--- src/pkg/jtdr_consts.vh ---
// jtdr_consts.vh: constants for the test-port data registers and the service bus decoder.
// assumes: included by bare name from the design files under logic/.
//
// Behaviour
// - test-logic reset loads the identification instruction, selecting the 32-bit id register
// - id bits 31..28 hold a 4-bit silicon revision, incremented per revision
// - id bits 27..12 hold a 16-bit product code per memory and package variant
// - id bits 11..1 hold an 11-bit maker code; bit 0 is always one
// - id value is undefined while the flash controller is held in reset
// - domain-reset instruction selects one bit per domain; one holds reset until zero
// - 5-bit domain register: bit0 core, bit3 bus domain, bit4 debug; bits 1,2 inert
// - boundary chain drives and observes pin levels, output values, enables and inputs
// - service bus address is 36 bits: top 4 pick slave, low 32 inside slave
// - slave 1 selects debug registers; slave 4 selects system bus memory space
// - slave 5 aliases slave 4 system bus memory space for compatibility
// - slave 6 selects memory service unit; slave 0 and the rest map nothing
`ifndef JTDR_CONSTS_VH
`define JTDR_CONSTS_VH

// ==========================================================
// instruction register
`define JTDR_IR_W          5
`define JTDR_IR_CAPTURE    5'h01
`define JTDR_OP_IDENT      5'h01
`define JTDR_OP_SAMPLE     5'h02
`define JTDR_OP_EXTEST     5'h03
`define JTDR_OP_DOM_RESET  5'h0c
`define JTDR_OP_BYPASS     5'h1f

// ==========================================================
// identification register layout
`define JTDR_ID_W          32
`define JTDR_ID_REV_HI     31
`define JTDR_ID_REV_LO     28
`define JTDR_ID_PROD_HI    27
`define JTDR_ID_PROD_LO    12
`define JTDR_ID_MAKER_HI   11
`define JTDR_ID_MAKER_LO   1
`define JTDR_ID_FIXED_BIT  0

// ==========================================================
// domain reset register layout and reset value
`define JTDR_DOM_W         5
`define JTDR_DOM_CORE      0
`define JTDR_DOM_BUS       3
`define JTDR_DOM_DEBUG     4
`define JTDR_DOM_RST_VAL   5'h00

// ==========================================================
// service access bus decode
`define JTDR_SAB_AW        36
`define JTDR_SAB_SLV_HI    35
`define JTDR_SAB_SLV_LO    32
`define JTDR_SLV_NONE      4'h0
`define JTDR_SLV_DEBUG     4'h1
`define JTDR_SLV_SYSBUS    4'h4
`define JTDR_SLV_SYSALIAS  4'h5
`define JTDR_SLV_MSU       4'h6

`endif

--- src/logic/jtdr_top.v ---
// jtdr_top.v: test-port tap, identification and domain-reset registers, service bus decode.
// assumes: tck/tms/tdi come from an external tester, far slower than mclk_i (tck 400 ns).
`timescale 1ns/100ps
`include "jtdr_consts.vh"

module jtdr_top #(
	parameter       NPINS   = 8,
	parameter [3:0] ID_REV  = 4'h0,    // arbitrary value
	parameter [15:0] ID_PROD = 16'h1234, // arbitrary value
	parameter [10:0] ID_MAKER = 11'h2a5  // arbitrary value
) (
	input  wire                    mclk_i,
	input  wire                    rst_n_i,
	input  wire                    tck_i,
	input  wire                    tms_i,
	input  wire                    tdi_i,
	output reg                     tdo_o,
	output reg                     tdo_oe_o,
	input  wire [NPINS-1:0]        pin_in_i,
	input  wire [NPINS-1:0]        core_out_i,
	input  wire [NPINS-1:0]        core_oe_i,
	output wire [NPINS-1:0]        pin_out_o,
	output wire [NPINS-1:0]        pin_oe_o,
	output wire [NPINS-1:0]        core_in_o,
	output reg                     core_rst_hold_o,
	output reg                     bus_rst_hold_o,
	output reg                     debug_rst_hold_o,
	input  wire                    sab_req_i,
	input  wire [`JTDR_SAB_AW-1:0] sab_addr_i,
	output reg                     sab_sel_debug_o,
	output reg                     sab_sel_sysbus_o,
	output reg                     sab_sel_msu_o,
	output reg                     sab_unmapped_o,
	output reg  [31:0]             sab_local_addr_o
);

	// tap states
	localparam [3:0] ST_TLR   = 4'h0;
	localparam [3:0] ST_RTI   = 4'h1;
	localparam [3:0] ST_SELDR = 4'h2;
	localparam [3:0] ST_CAPDR = 4'h3;
	localparam [3:0] ST_SHDR  = 4'h4;
	localparam [3:0] ST_EX1DR = 4'h5;
	localparam [3:0] ST_PSDR  = 4'h6;
	localparam [3:0] ST_EX2DR = 4'h7;
	localparam [3:0] ST_UPDR  = 4'h8;
	localparam [3:0] ST_SELIR = 4'h9;
	localparam [3:0] ST_CAPIR = 4'ha;
	localparam [3:0] ST_SHIR  = 4'hb;
	localparam [3:0] ST_EX1IR = 4'hc;
	localparam [3:0] ST_PSIR  = 4'hd;
	localparam [3:0] ST_EX2IR = 4'he;
	localparam [3:0] ST_UPIR  = 4'hf;

	// ==========================================================
	// pin synchronisers and tck edge detection
	reg tck_m, tck_s, tck_d;
	reg tms_m, tms_s;
	reg tdi_m, tdi_s;

	// two flops per pin; edges only look at the second stage onward
	always @(posedge mclk_i) begin
		if (!rst_n_i) begin
			tck_m <= 1'b0;
			tck_s <= 1'b0;
			tck_d <= 1'b0;
			tms_m <= 1'b1;
			tms_s <= 1'b1;
			tdi_m <= 1'b1;
			tdi_s <= 1'b1;
		end else begin
			tck_m <= tck_i;
			tck_s <= tck_m;
			tck_d <= tck_s;
			tms_m <= tms_i;
			tms_s <= tms_m;
			tdi_m <= tdi_i;
			tdi_s <= tdi_m;
		end
	end

	wire tck_rise = tck_s & ~tck_d;
	wire tck_fall = ~tck_s & tck_d;

	// ==========================================================
	// tap controller
	reg [3:0] state;
	reg [3:0] next_state;

	// standard sixteen-state walk driven by tms
	always @* begin
		case (state)
			ST_TLR:   next_state = tms_s ? ST_TLR   : ST_RTI;
			ST_RTI:   next_state = tms_s ? ST_SELDR : ST_RTI;
			ST_SELDR: next_state = tms_s ? ST_SELIR : ST_CAPDR;
			ST_CAPDR: next_state = tms_s ? ST_EX1DR : ST_SHDR;
			ST_SHDR:  next_state = tms_s ? ST_EX1DR : ST_SHDR;
			ST_EX1DR: next_state = tms_s ? ST_UPDR  : ST_PSDR;
			ST_PSDR:  next_state = tms_s ? ST_EX2DR : ST_PSDR;
			ST_EX2DR: next_state = tms_s ? ST_UPDR  : ST_SHDR;
			ST_UPDR:  next_state = tms_s ? ST_SELDR : ST_RTI;
			ST_SELIR: next_state = tms_s ? ST_TLR   : ST_CAPIR;
			ST_CAPIR: next_state = tms_s ? ST_EX1IR : ST_SHIR;
			ST_SHIR:  next_state = tms_s ? ST_EX1IR : ST_SHIR;
			ST_EX1IR: next_state = tms_s ? ST_UPIR  : ST_PSIR;
			ST_PSIR:  next_state = tms_s ? ST_EX2IR : ST_PSIR;
			ST_EX2IR: next_state = tms_s ? ST_UPIR  : ST_SHIR;
			ST_UPIR:  next_state = tms_s ? ST_SELDR : ST_RTI;
			default:  next_state = ST_TLR;
		endcase
	end

	always @(posedge mclk_i) begin
		if (!rst_n_i) begin
			state <= ST_TLR;
		end else if (tck_rise) begin
			state <= next_state;
		end
	end

	// ==========================================================
	// instruction register
	reg [`JTDR_IR_W-1:0] ir;
	reg [`JTDR_IR_W-1:0] ir_sh;

	always @(posedge mclk_i) begin
		if (!rst_n_i) begin
			ir <= `JTDR_OP_IDENT;
			ir_sh <= `JTDR_IR_CAPTURE;
		end else if (tck_rise) begin
			case (state)
				ST_TLR:   ir <= `JTDR_OP_IDENT;
				ST_CAPIR: ir_sh <= `JTDR_IR_CAPTURE;
				ST_SHIR:  ir_sh <= {tdi_s, ir_sh[`JTDR_IR_W-1:1]};
				ST_UPIR:  ir <= ir_sh;
				default:  ir <= ir;
			endcase
		end
	end

	wire sel_ident = (ir == `JTDR_OP_IDENT);
	wire sel_dom   = (ir == `JTDR_OP_DOM_RESET);
	wire sel_bs    = (ir == `JTDR_OP_SAMPLE) || (ir == `JTDR_OP_EXTEST);

	// ==========================================================
	// identification and domain-reset data registers
	// one shared shift register; its active length follows the instruction
	reg [`JTDR_ID_W-1:0]  dr_sh;
	reg [`JTDR_DOM_W-1:0] dom_hold;

	// identity word; while flash is held in reset the tester may not trust it
	wire [`JTDR_ID_W-1:0] id_word = {ID_REV, ID_PROD, ID_MAKER, 1'b1};

	always @(posedge mclk_i) begin
		if (!rst_n_i) begin
			dr_sh <= {`JTDR_ID_W{1'b0}};
			dom_hold <= `JTDR_DOM_RST_VAL;
		end else if (tck_rise) begin
			case (state)
				ST_TLR: begin
					dom_hold <= `JTDR_DOM_RST_VAL;
				end
				ST_CAPDR: begin
					if (sel_ident) begin
						dr_sh <= id_word;
					end else if (sel_dom) begin
						dr_sh <= {27'h0, dom_hold};
					end else begin
						dr_sh <= {`JTDR_ID_W{1'b0}};
					end
				end
				ST_SHDR: begin
					if (sel_ident) begin
						dr_sh <= {tdi_s, dr_sh[`JTDR_ID_W-1:1]};
					end else if (sel_dom) begin
						dr_sh[`JTDR_DOM_W-1:0] <= {tdi_s, dr_sh[`JTDR_DOM_W-1:1]};
					end else begin
						dr_sh[0] <= tdi_s;
					end
				end
				ST_UPDR: begin
					// whole word taken as shifted; short shifts leave stale bits in
					if (sel_dom) begin
						dom_hold <= dr_sh[`JTDR_DOM_W-1:0];
					end
				end
				default: begin
					dom_hold <= dom_hold;
				end
			endcase
		end
	end

	// domain holds; bits 1 and 2 are stored but drive nothing
	always @(posedge mclk_i) begin
		if (!rst_n_i) begin
			core_rst_hold_o <= 1'b0;
			bus_rst_hold_o <= 1'b0;
			debug_rst_hold_o <= 1'b0;
		end else begin
			core_rst_hold_o <= dom_hold[`JTDR_DOM_CORE];
			bus_rst_hold_o <= dom_hold[`JTDR_DOM_BUS];
			debug_rst_hold_o <= dom_hold[`JTDR_DOM_DEBUG];
		end
	end

	// ==========================================================
	// boundary-scan chain
	wire bs_tdo;

	jtdr_bscan #(
		.NPINS (NPINS)
	) u_bscan (
		.mclk_i     (mclk_i),
		.rst_n_i    (rst_n_i),
		.cap_i      (tck_rise && sel_bs && (state == ST_CAPDR)),
		.shift_i    (tck_rise && sel_bs && (state == ST_SHDR)),
		.upd_i      (tck_rise && sel_bs && (state == ST_UPDR)),
		.extest_i   (ir == `JTDR_OP_EXTEST),
		.tdi_i      (tdi_s),
		.pin_in_i   (pin_in_i),
		.core_out_i (core_out_i),
		.core_oe_i  (core_oe_i),
		.tdo_o      (bs_tdo),
		.pin_out_o  (pin_out_o),
		.pin_oe_o   (pin_oe_o),
		.core_in_o  (core_in_o)
	);

	// ==========================================================
	// test data out, changed on falling tck so the tester samples it stable
	always @(posedge mclk_i) begin
		if (!rst_n_i) begin
			tdo_o <= 1'b0;
			tdo_oe_o <= 1'b0;
		end else if (tck_fall) begin
			tdo_oe_o <= (state == ST_SHDR) || (state == ST_SHIR);
			if (state == ST_SHIR) begin
				tdo_o <= ir_sh[0];
			end else if (sel_bs) begin
				tdo_o <= bs_tdo;
			end else begin
				tdo_o <= dr_sh[0];
			end
		end
	end

	// ==========================================================
	// service bus slave decode, one register stage
	wire [3:0] slv = sab_addr_i[`JTDR_SAB_SLV_HI:`JTDR_SAB_SLV_LO];

	always @(posedge mclk_i) begin
		if (!rst_n_i) begin
			sab_sel_debug_o <= 1'b0;
			sab_sel_sysbus_o <= 1'b0;
			sab_sel_msu_o <= 1'b0;
			sab_unmapped_o <= 1'b0;
			sab_local_addr_o <= 32'h0;
		end else begin
			sab_local_addr_o <= sab_addr_i[31:0];
			sab_sel_debug_o <= sab_req_i && (slv == `JTDR_SLV_DEBUG);
			sab_sel_sysbus_o <= sab_req_i && ((slv == `JTDR_SLV_SYSBUS) ||
			                                  (slv == `JTDR_SLV_SYSALIAS));
			sab_sel_msu_o <= sab_req_i && (slv == `JTDR_SLV_MSU);
			sab_unmapped_o <= sab_req_i && (slv != `JTDR_SLV_DEBUG) &&
			                  (slv != `JTDR_SLV_SYSBUS) && (slv != `JTDR_SLV_SYSALIAS) &&
			                  (slv != `JTDR_SLV_MSU);
		end
	end

endmodule

--- src/logic/jtdr_bscan.v ---
// jtdr_bscan.v: boundary-scan chain, three cells per pin (input, output value, output enable).
// assumes: strobes come from the tap logic in mclk_i domain, one cycle each.
`timescale 1ns/100ps
`include "jtdr_consts.vh"

module jtdr_bscan #(
	parameter NPINS = 8
) (
	input  wire             mclk_i,
	input  wire             rst_n_i,
	input  wire             cap_i,
	input  wire             shift_i,
	input  wire             upd_i,
	input  wire             extest_i,
	input  wire             tdi_i,
	input  wire [NPINS-1:0] pin_in_i,
	input  wire [NPINS-1:0] core_out_i,
	input  wire [NPINS-1:0] core_oe_i,
	output wire             tdo_o,
	output reg  [NPINS-1:0] pin_out_o,
	output reg  [NPINS-1:0] pin_oe_o,
	output reg  [NPINS-1:0] core_in_o
);

	reg  [3*NPINS-1:0] chain;
	reg  [3*NPINS-1:0] upd_reg;
	reg  [NPINS-1:0]   pin_m;
	reg  [NPINS-1:0]   pin_s;
	wire [3*NPINS-1:0] cap_word;
	wire [NPINS-1:0]   next_pin_out;
	wire [NPINS-1:0]   next_pin_oe;
	wire [NPINS-1:0]   next_core_in;

	assign tdo_o = chain[0];

	// ==========================================================
	// pad synchronisers
	// pads are asynchronous to mclk_i; two flops before anything reads them
	always @(posedge mclk_i) begin
		if (!rst_n_i) begin
			pin_m <= {NPINS{1'b0}};
			pin_s <= {NPINS{1'b0}};
		end else begin
			pin_m <= pin_in_i;
			pin_s <= pin_m;
		end
	end

	// ==========================================================
	// per-pin cells: capture word and extest muxes
	genvar g;
	generate
		for (g = 0; g < NPINS; g = g + 1) begin : g_cell
			assign cap_word[3*g+2:3*g] = {core_oe_i[g], core_out_i[g], pin_s[g]};
			assign next_pin_out[g] = extest_i ? upd_reg[3*g+1] : core_out_i[g];
			assign next_pin_oe[g] = extest_i ? upd_reg[3*g+2] : core_oe_i[g];
			assign next_core_in[g] = extest_i ? upd_reg[3*g] : pin_s[g];
		end
	endgenerate

	// ==========================================================
	// shift path, lsb toward tdo
	// one process for the whole chain, so no bit has two drivers
	always @(posedge mclk_i) begin
		if (!rst_n_i) begin
			chain <= {3*NPINS{1'b0}};
			upd_reg <= {3*NPINS{1'b0}};
		end else if (cap_i) begin
			chain <= cap_word;
		end else if (shift_i) begin
			chain <= {tdi_i, chain[3*NPINS-1:1]};
		end else if (upd_i) begin
			upd_reg <= chain;
		end
	end

	// in extest the chain owns the pins and the core sees the update cells
	always @(posedge mclk_i) begin
		if (!rst_n_i) begin
			pin_out_o <= {NPINS{1'b0}};
			pin_oe_o <= {NPINS{1'b0}};
			core_in_o <= {NPINS{1'b0}};
		end else begin
			pin_out_o <= next_pin_out;
			pin_oe_o <= next_pin_oe;
			core_in_o <= next_core_in;
		end
	end

endmodule

--- config.mk ---
export PLATFORM = sky130hd
export DESIGN_NAME = jtdr_top
export DESIGN_NICKNAME = d
export VERILOG_FILES = /design/src/logic/jtdr_top.v /design/src/logic/jtdr_bscan.v
export VERILOG_INCLUDE_DIRS = /design/src /design/src/pkg
export SDC_FILE = /design/constraint.sdc
export NUM_CORES = 1
export LEC_CHECK = 0
export BUFFER_PORTS_ARGS = -buffer_cell sky130_fd_sc_hd__clkbuf_2
export CAP_MARGIN = 20
export CORE_MARGIN = 4
export CORE_UTILIZATION = 30
export CTS_BUF_LIST = sky130_fd_sc_hd__clkbuf_16
export DETAILED_ROUTE_END_ITERATION = 6
export HOLD_SLACK_MARGIN = 0.12
export PLACE_DENSITY_LB_ADDON = 0.15
export SYNTH_ARGS = -nofsm -noshare
export SYNTH_HDL_FRONTEND = slang
export SYNTH_SLANG_ARGS = --single-unit
--- constraint.sdc ---
create_clock -name mclk_i -period 5.4 [get_ports mclk_i]
set_input_delay 0.54 -clock mclk_i [delete_from_list [all_inputs] [get_ports mclk_i]]
set_output_delay 0.54 -clock mclk_i [all_outputs]
set_load 0.01 [all_outputs]
==> results of run 1 <==
[power by group]
part	internal [mW]	total (mW)	switching, mW
logic	0.0579	0.127	0.0689
clock network	0.674	1.31	0.633
registers	1.41	1.42	0.0146
[area by class of cell]
| cell class | count | area share |
|---|---|---|
| clock buffers | 17 | 0.0510 |
| clock inverters | 15 | 0.0231 |
| inverters | 3 | 0.00150 |
| multi-input cells | 483 | 0.342 |
| flip-flops and latches | 187 | 0.449 |
| well taps | 285 | 0.0428 |
| repair buffers | 141 | 0.0912 |
[worst max-delay path, delay by kind of cell (launching register included)]
kind | cells | cell delay [ns]
AOI/OAI and AO/OA | 3 | 0.88
buffers and inverters | 1 | 0.39
DFF | 1 | 0.71
and+or+nand+nor | 1 | 0.90
[worst min-delay path by stage]
stage                     depth (start not counted)    end  slack (ns)   from
after floorplan                                   1  tdi_s        0.39  tdi_m
after global placement                            1  tms_s        0.40  tms_m
after detailed placement                          1  tdi_s        0.40  tdi_m
after CTS                                         2  tms_m        0.27  tms_i
after global routing                              2  tdi_m        0.28  tdi_i
final                                             2  tms_m        0.29  tms_i
[metrics by stage]
step / cell area (sq um) / util
6_report: 8340 / 0.370
4_1_cts: 8300 / 0.368
3_5_place_dp: 7680 / 0.340
2_1_floorplan: 6870 / -
3_3_place_gp: 7680 / 0.340
5_1_grt: 8340 / 0.370
[cell usage in the layout (no fill, tap or decap), types with 3 or more instances in the layout]
| cell | Yosys | layout |
|---|---|---|
| dfxtp_1 | 187 | 187 |
| clkbuf_2 | 0 | 130 |
| a21oi_1 | 88 | 88 |
| nand2_1 | 64 | 64 |
| and2_1 | 58 | 58 |
| o21ai_1 | 37 | 37 |
| nor2_1 | 35 | 35 |
| nand3_1 | 29 | 29 |
| mux2i_1 | 26 | 26 |
| o22ai_1 | 25 | 25 |
| o21a_1 | 25 | 25 |
| clkbuf_16 | 0 | 17 |
| o21ai_0 | 15 | 15 |
| nand2b_1 | 9 | 9 |
| buf_4 | 0 | 9 |
| nor2b_1 | 5 | 5 |
| nor3_1 | 5 | 5 |
| inv_8 | 0 | 5 |
| and3_1 | 4 | 4 |
| a31oi_1 | 4 | 4 |
| a22oi_1 | 4 | 4 |
| nor4b_1 | 4 | 3 |
| nand3b_1 | 3 | 3 |
| o221a_1 | 3 | 3 |
| o31ai_1 | 3 | 3 |
| clkinv_8 | 0 | 3 |
[layer usage]
layer  global-route usage  part of all wire  wire length [microns]
met4               0.0406             0.012                    200
met5                    0                 0                      0
met3               0.0349             0.038                    635
met1                0.179              0.48                   8110
met2                0.208              0.47                   7840
[logic make-up (layout without fill, tap and decap cells)]
| kind of cell | after synthesis | in the layout | synth area share |
|---|---|---|---|
| AND/OR/NAND/NOR | 231 | 231 | 0.175 |
| AO/OA/AOI/OAI | 222 | 222 | 0.195 |
| flip-flops | 187 | 187 | 0.545 |
| buffers and inverters | 64 | 176 | 0.0413 |
| multiplexers | 28 | 28 | 0.0412 |
| XOR/XNOR | 2 | 2 | 0.00255 |
==> results.sh, run 1 <==
export IMPL_status="complete, no violations"
export IMPL_final_nets=899
export IMPL_r2r_cells=5
export IMPL_crit_end="dr_sh[11]"
export IMPL_gp_congestion=0.723
export IMPL_worstPathRequired_ns=5.77
export IMPL_post_route_min_period_ns=2.95
export IMPL_reg_top3="dr_sh (32), sab_local_addr_o (32)"
export IMPL_num_antenna_cells=0
export IMPL_fmax_ghz=0.339
export IMPL_hold_path_class="primary input to register"
export IMPL_p_per_area_mw_per_mm2=342
export IMPL_cts_sinks=187
export IMPL_synth_top_cell_area_share=0.545
export IMPL_critical_path_class="register to register"
export IMPL_yosys_area_top_type="dfxtp_1"
export IMPL_fin_cells=1131
export IMPL_cts_root_buf="clkbuf_16"
export IMPL_holdWs_ns=0.288
export IMPL_antenna_found_initial=0
export IMPL_total_power_mw=2.86
export IMPL_start_kind="register"
export IMPL_num_vias=5440
export IMPL_synthesis_nets=800
export IMPL_synth_area_leaders="dfxtp_1 54%, a21oi_1 6.4%, and2_1 5.3%"
export IMPL_drc=0
export IMPL_yosysSeqAreaShare=0.545
export IMPL_firstDrtPassIters=5
export IMPL_clkLatencyLatePin_ns=0.44
export IMPL_synth_area_sq_mm=0.00687
export IMPL_worstPathMaxFanout=27
export IMPL_hold_viol=0
export IMPL_grt_pass1_wl_microns=27900
export IMPL_crit_slowest_cell="or4b_1"
export IMPL_synth_cell_types=55
export IMPL_setup_ws_ns=2.45
export IMPL_r2r_end="dr_sh[11]"
export IMPL_grt_total_usage=0.132
export IMPL_syn_avg_cell_area_sq_um=9.36
export IMPL_portBuffers=130
export IMPL_pre_cts_slack_ns=2.35
export IMPL_synth_common_cells="187 x dfxtp_1, 88 x a21oi_1, 64 x nand2_1"
export IMPL_tightestPinTransition_ns=1.00
export IMPL_synth_edf_count=0
export IMPL_worstPathCellList="or4b_1, buf_4, a21oi_4, o21ai_1, a21oi_1"
export IMPL_setup_violations=0
export IMPL_critical_path_arrival_ns=3.32
export IMPL_rsz0062_at_grt="false"
export IMPL_routedWlPerCell_microns=14.8
export IMPL_die_area_sq_mm=0.0254
export IMPL_num_rows=55
export IMPL_ys_ff_latch=187
export IMPL_yosysMostFrequentCell="dfxtp_1"
export IMPL_dp_hpwl_microns=10400
export IMPL_multi_input_area_sq_mm=0.00285
export IMPL_drive_gt1_frac=0.217
export IMPL_ys_warn_count=0
export IMPL_cts_path_max_buffers=2
export IMPL_startpoint="state[2]"
export IMPL_drv_cap=0
export IMPL_post_cts_buffers=0
export IMPL_vias_per_cell=4.81
export IMPL_grt_ovfl_total=0
export IMPL_start_util=0.304
export IMPL_fin_tns_setup_ns=0
export IMPL_hold_buffers=0
export IMPL_fin_worst_skew_ns=0.0270
export IMPL_slew_headroom=0.330
export IMPL_grt_max_degree=75
export IMPL_ios=131
export IMPL_ir_drop_mv=0.172
export IMPL_layout_area_seq_sq_mm=0.00374
export IMPL_drt_first_iter_violations=324
export IMPL_fp_dieH_microns=159
export IMPL_rrSetupSlack_ns=2.45
export IMPL_clkTransAtPathRegs_ns=0.08
export IMPL_cts_tree="yes"
export IMPL_die_w_microns=159
export IMPL_rr_startpoint="state[2]"
export IMPL_core_area_sq_mm=0.0226
export IMPL_place_inst=1097
export IMPL_htree_levels=4
export IMPL_area_growth_pct=21.4
export IMPL_maxSlewViolCount=0
export IMPL_drtAntennaViolNets=0
export IMPL_max_stage_delay_ns=0.90
export IMPL_period_share=0.546
export IMPL_routed_wl_microns=16800
export IMPL_synthCells=734
export IMPL_crit_path_end_kind="register"
export IMPL_p_leak_nw=3.48
export IMPL_ys_flop_type="dfxtp_1"
export IMPL_async_reset_ff_frac=0
export IMPL_n_fill_cell=2343
export IMPL_cts_resized=0
export IMPL_grt_pass1_vias=5312
export IMPL_numCtsBuffers=17
Power figures use the tool's default switching activity.
==> inputs of run 2 (changes only) <==
==> constraint.sdc (replaced) <==
create_clock -name mclk_i -period 2.52 [get_ports mclk_i]
set_input_delay 0.252 -clock mclk_i [delete_from_list [all_inputs] [get_ports mclk_i]]
set_output_delay 0.252 -clock mclk_i [all_outputs]
set_load 0.01 [all_outputs]
==> run 2 against run 1 <==
Compared with the run above: sequential share of layout area decreased by 3.6 points; cell count is 6.8% higher; sequential cell count unchanged; via count up 6.0%; wire length is 6.8% higher; non-clock buffer count is 76 higher; setup slack lost 2.0 ns; power grew 110%; critical path depth increased by 1; clock-buffer cell count unchanged; clock skew decreased by 0.0097 ns; hold slack got worse by 0.13 ns; largest cell class unchanged.
==> results.sh, run 2 (synthesis gave the netlist of run 1 again) <==
export IMPL_place_inst=1109
export IMPL_hold_viol=0
export IMPL_r2r_end="dr_sh[9]"
export IMPL_final_common_cell="dfxtp_1"
export IMPL_slew_headroom=0.552
export IMPL_maxSlewViolCount=0
export IMPL_gp_congestion=0.729
export IMPL_grt_ovfl_total=0
export IMPL_pre_cts_slack_ns=0.491
export IMPL_p_per_area_mw_per_mm2=675
export IMPL_critical_path_class="register to register"
export IMPL_fin_cells=1208
export IMPL_reg_top3="dr_sh (32), sab_local_addr_o (32)"
export IMPL_drive_gt1_frac=0.209
export IMPL_rsz0062_at_grt="false"
export IMPL_cp_common_cell="buf_4"
export IMPL_worstPathRequired_ns=2.87
export IMPL_drt_first_iter_violations=270
export IMPL_antenna_found_initial=1
export IMPL_core_area_sq_mm=0.0226
export IMPL_drtAntennaViolNets=0
export IMPL_start_util=0.304
export IMPL_crit_slowest_cell="or4b_1"
export IMPL_htree_levels=4
export IMPL_crit_path_end_kind="register"
export IMPL_vias_per_cell=4.77
export IMPL_crit_buf_inv=2
export IMPL_area_growth_pct=31.9
export IMPL_die_area_sq_mm=0.0254
export IMPL_tightestPinTransition_ns=0.673
export IMPL_drv_cap=0
export IMPL_grt_max_degree=92
export IMPL_routed_wl_microns=17900
export IMPL_start_kind="register"
export IMPL_fp_dieH_microns=159
export IMPL_n_fill_cell=2301
export IMPL_num_rows=55
export IMPL_dp_hpwl_microns=10600
export IMPL_firstDrtPassIters=4
export IMPL_max_stage_delay_ns=0.54
export IMPL_routedWlPerCell_microns=14.8
export IMPL_multi_input_area_sq_mm=0.00285
export IMPL_numCtsBuffers=17
export IMPL_critical_path_arrival_ns=2.42
export IMPL_grt_total_usage=0.140
export IMPL_status="complete, no violations"
export IMPL_cts_sinks=187
export IMPL_portBuffers=130
export IMPL_min_from="sab_addr_i[32]"
export IMPL_drc=0
export IMPL_cts_resized=0
export IMPL_grt_pass1_vias=5639
export IMPL_cts_path_max_buffers=2
export IMPL_hold_depth=4
export IMPL_grt_pass1_wl_microns=29700
export IMPL_cts_tree="yes"
export IMPL_fin_worst_skew_ns=0.0173
export IMPL_ios=131
export IMPL_total_power_mw=6.12
export IMPL_worst_hold_path_endpoint="sab_unmapped_o"
export IMPL_die_w_microns=159
export IMPL_worstPathCellList="or4b_1, buf_4, a21oi_4, buf_4, o21ai_1, a21oi_1"
export IMPL_mostFrequentLayoutCells="187 x dfxtp_1, 130 x clkbuf_2, 88 x a21oi_1"
export IMPL_clkLatencyLatePin_ns=0.43
export IMPL_crit_family="buffers and inverters"
export IMPL_cts_root_buf="clkbuf_16"
export IMPL_rrSetupSlack_ns=0.45
export IMPL_hold_buffers=66
export IMPL_worstPathMaxFanout=43
export IMPL_period_share=0.821
export IMPL_post_cts_buffers=0
export IMPL_hold_path_class="primary input to register"
export IMPL_post_route_min_period_ns=2.07
export IMPL_setup_violations=0
export IMPL_fmax_ghz=0.483
export IMPL_final_area_sq_mm=0.00906
export IMPL_rr_startpoint="state[3]"
export IMPL_num_vias=5764
export IMPL_fin_tns_setup_ns=0
export IMPL_p_leak_nw=3.82
export IMPL_clkTransAtPathRegs_ns=0.07
export IMPL_final_nets=975
export IMPL_post_dp_cell_area_sq_mm=0.00779
export IMPL_r2r_cells=6
export IMPL_setup_ws_ns=0.450
export IMPL_critical_path_depth=6
export IMPL_layout_area_seq_sq_mm=0.00374
export IMPL_ir_drop_mv=0.365
[run 2: changes by cell type in the layout (fill, tap and decap cells not counted), moves of 2 or more]
| cell | change |
|---|---|
| dlygate4sd3_1 | +66 |
| buf_4 | +10 |
| buf_12 | +2 |
| inv_6 | +2 |
[run 2: report_power, final]
part / switching [mW] / leakage, nW / internal (mW)
registers: 0.0249 / 1.53 / 3.02
logic: 0.169 / 1.99 / 0.190
clock network: 1.29 / 0.296 / 1.42
total: 1.48 / 3.82 / 4.63
[run 2: per-stage QoR]
stage           util  hold WS [ns]
6_report       0.401         0.156
5_1_grt        0.401         0.185
4_1_cts        0.401         0.133
3_5_place_dp   0.345         0.415
3_3_place_gp   0.345         0.392
2_1_floorplan      -         0.328
[run 2: worst register-to-register path, delay by kind of cell (launching register included)]
kind                   cells  cell delay, ns
buffers and inverters      2            0.63
flip-flops                 1            0.40
AND/OR/NAND/NOR            1            0.54
AO/OA/AOI/OAI              3            0.43
[run 2: layout make-up]
type                       count  area share
sequential                   187       0.413
tap                          285      0.0394
antenna                        1    0.000276
inverter                       3     0.00138
multi-input combinational    483       0.315
clock buffer                  17      0.0470
timing repair buffer         217       0.165
clock inverter                15      0.0193
[run 2: worst max path at each step]
stage	from	to	slack [ns]
2_1_floorplan	state[1]	dr_sh[1]	0.67
3_3_place_gp	state[3]	dr_sh[15]	0.50
3_5_place_dp	state[3]	dr_sh[28]	0.49
4_1_cts	state[3]	dr_sh[30]	0.47
5_1_grt	state[3]	dr_sh[9]	0.27
6_report	state[3]	dr_sh[9]	0.45
[run 2: per-layer routing]
metal / track usage / vias up / routed length [microns]
met5: 0 / - / 0
met4: 0.0438 / 0 / 204
met3: 0.0308 / 12 / 599
met2: 0.231 / 86 / 8620
met1: 0.185 / 2752 / 8500
li1: - / 2914 / -
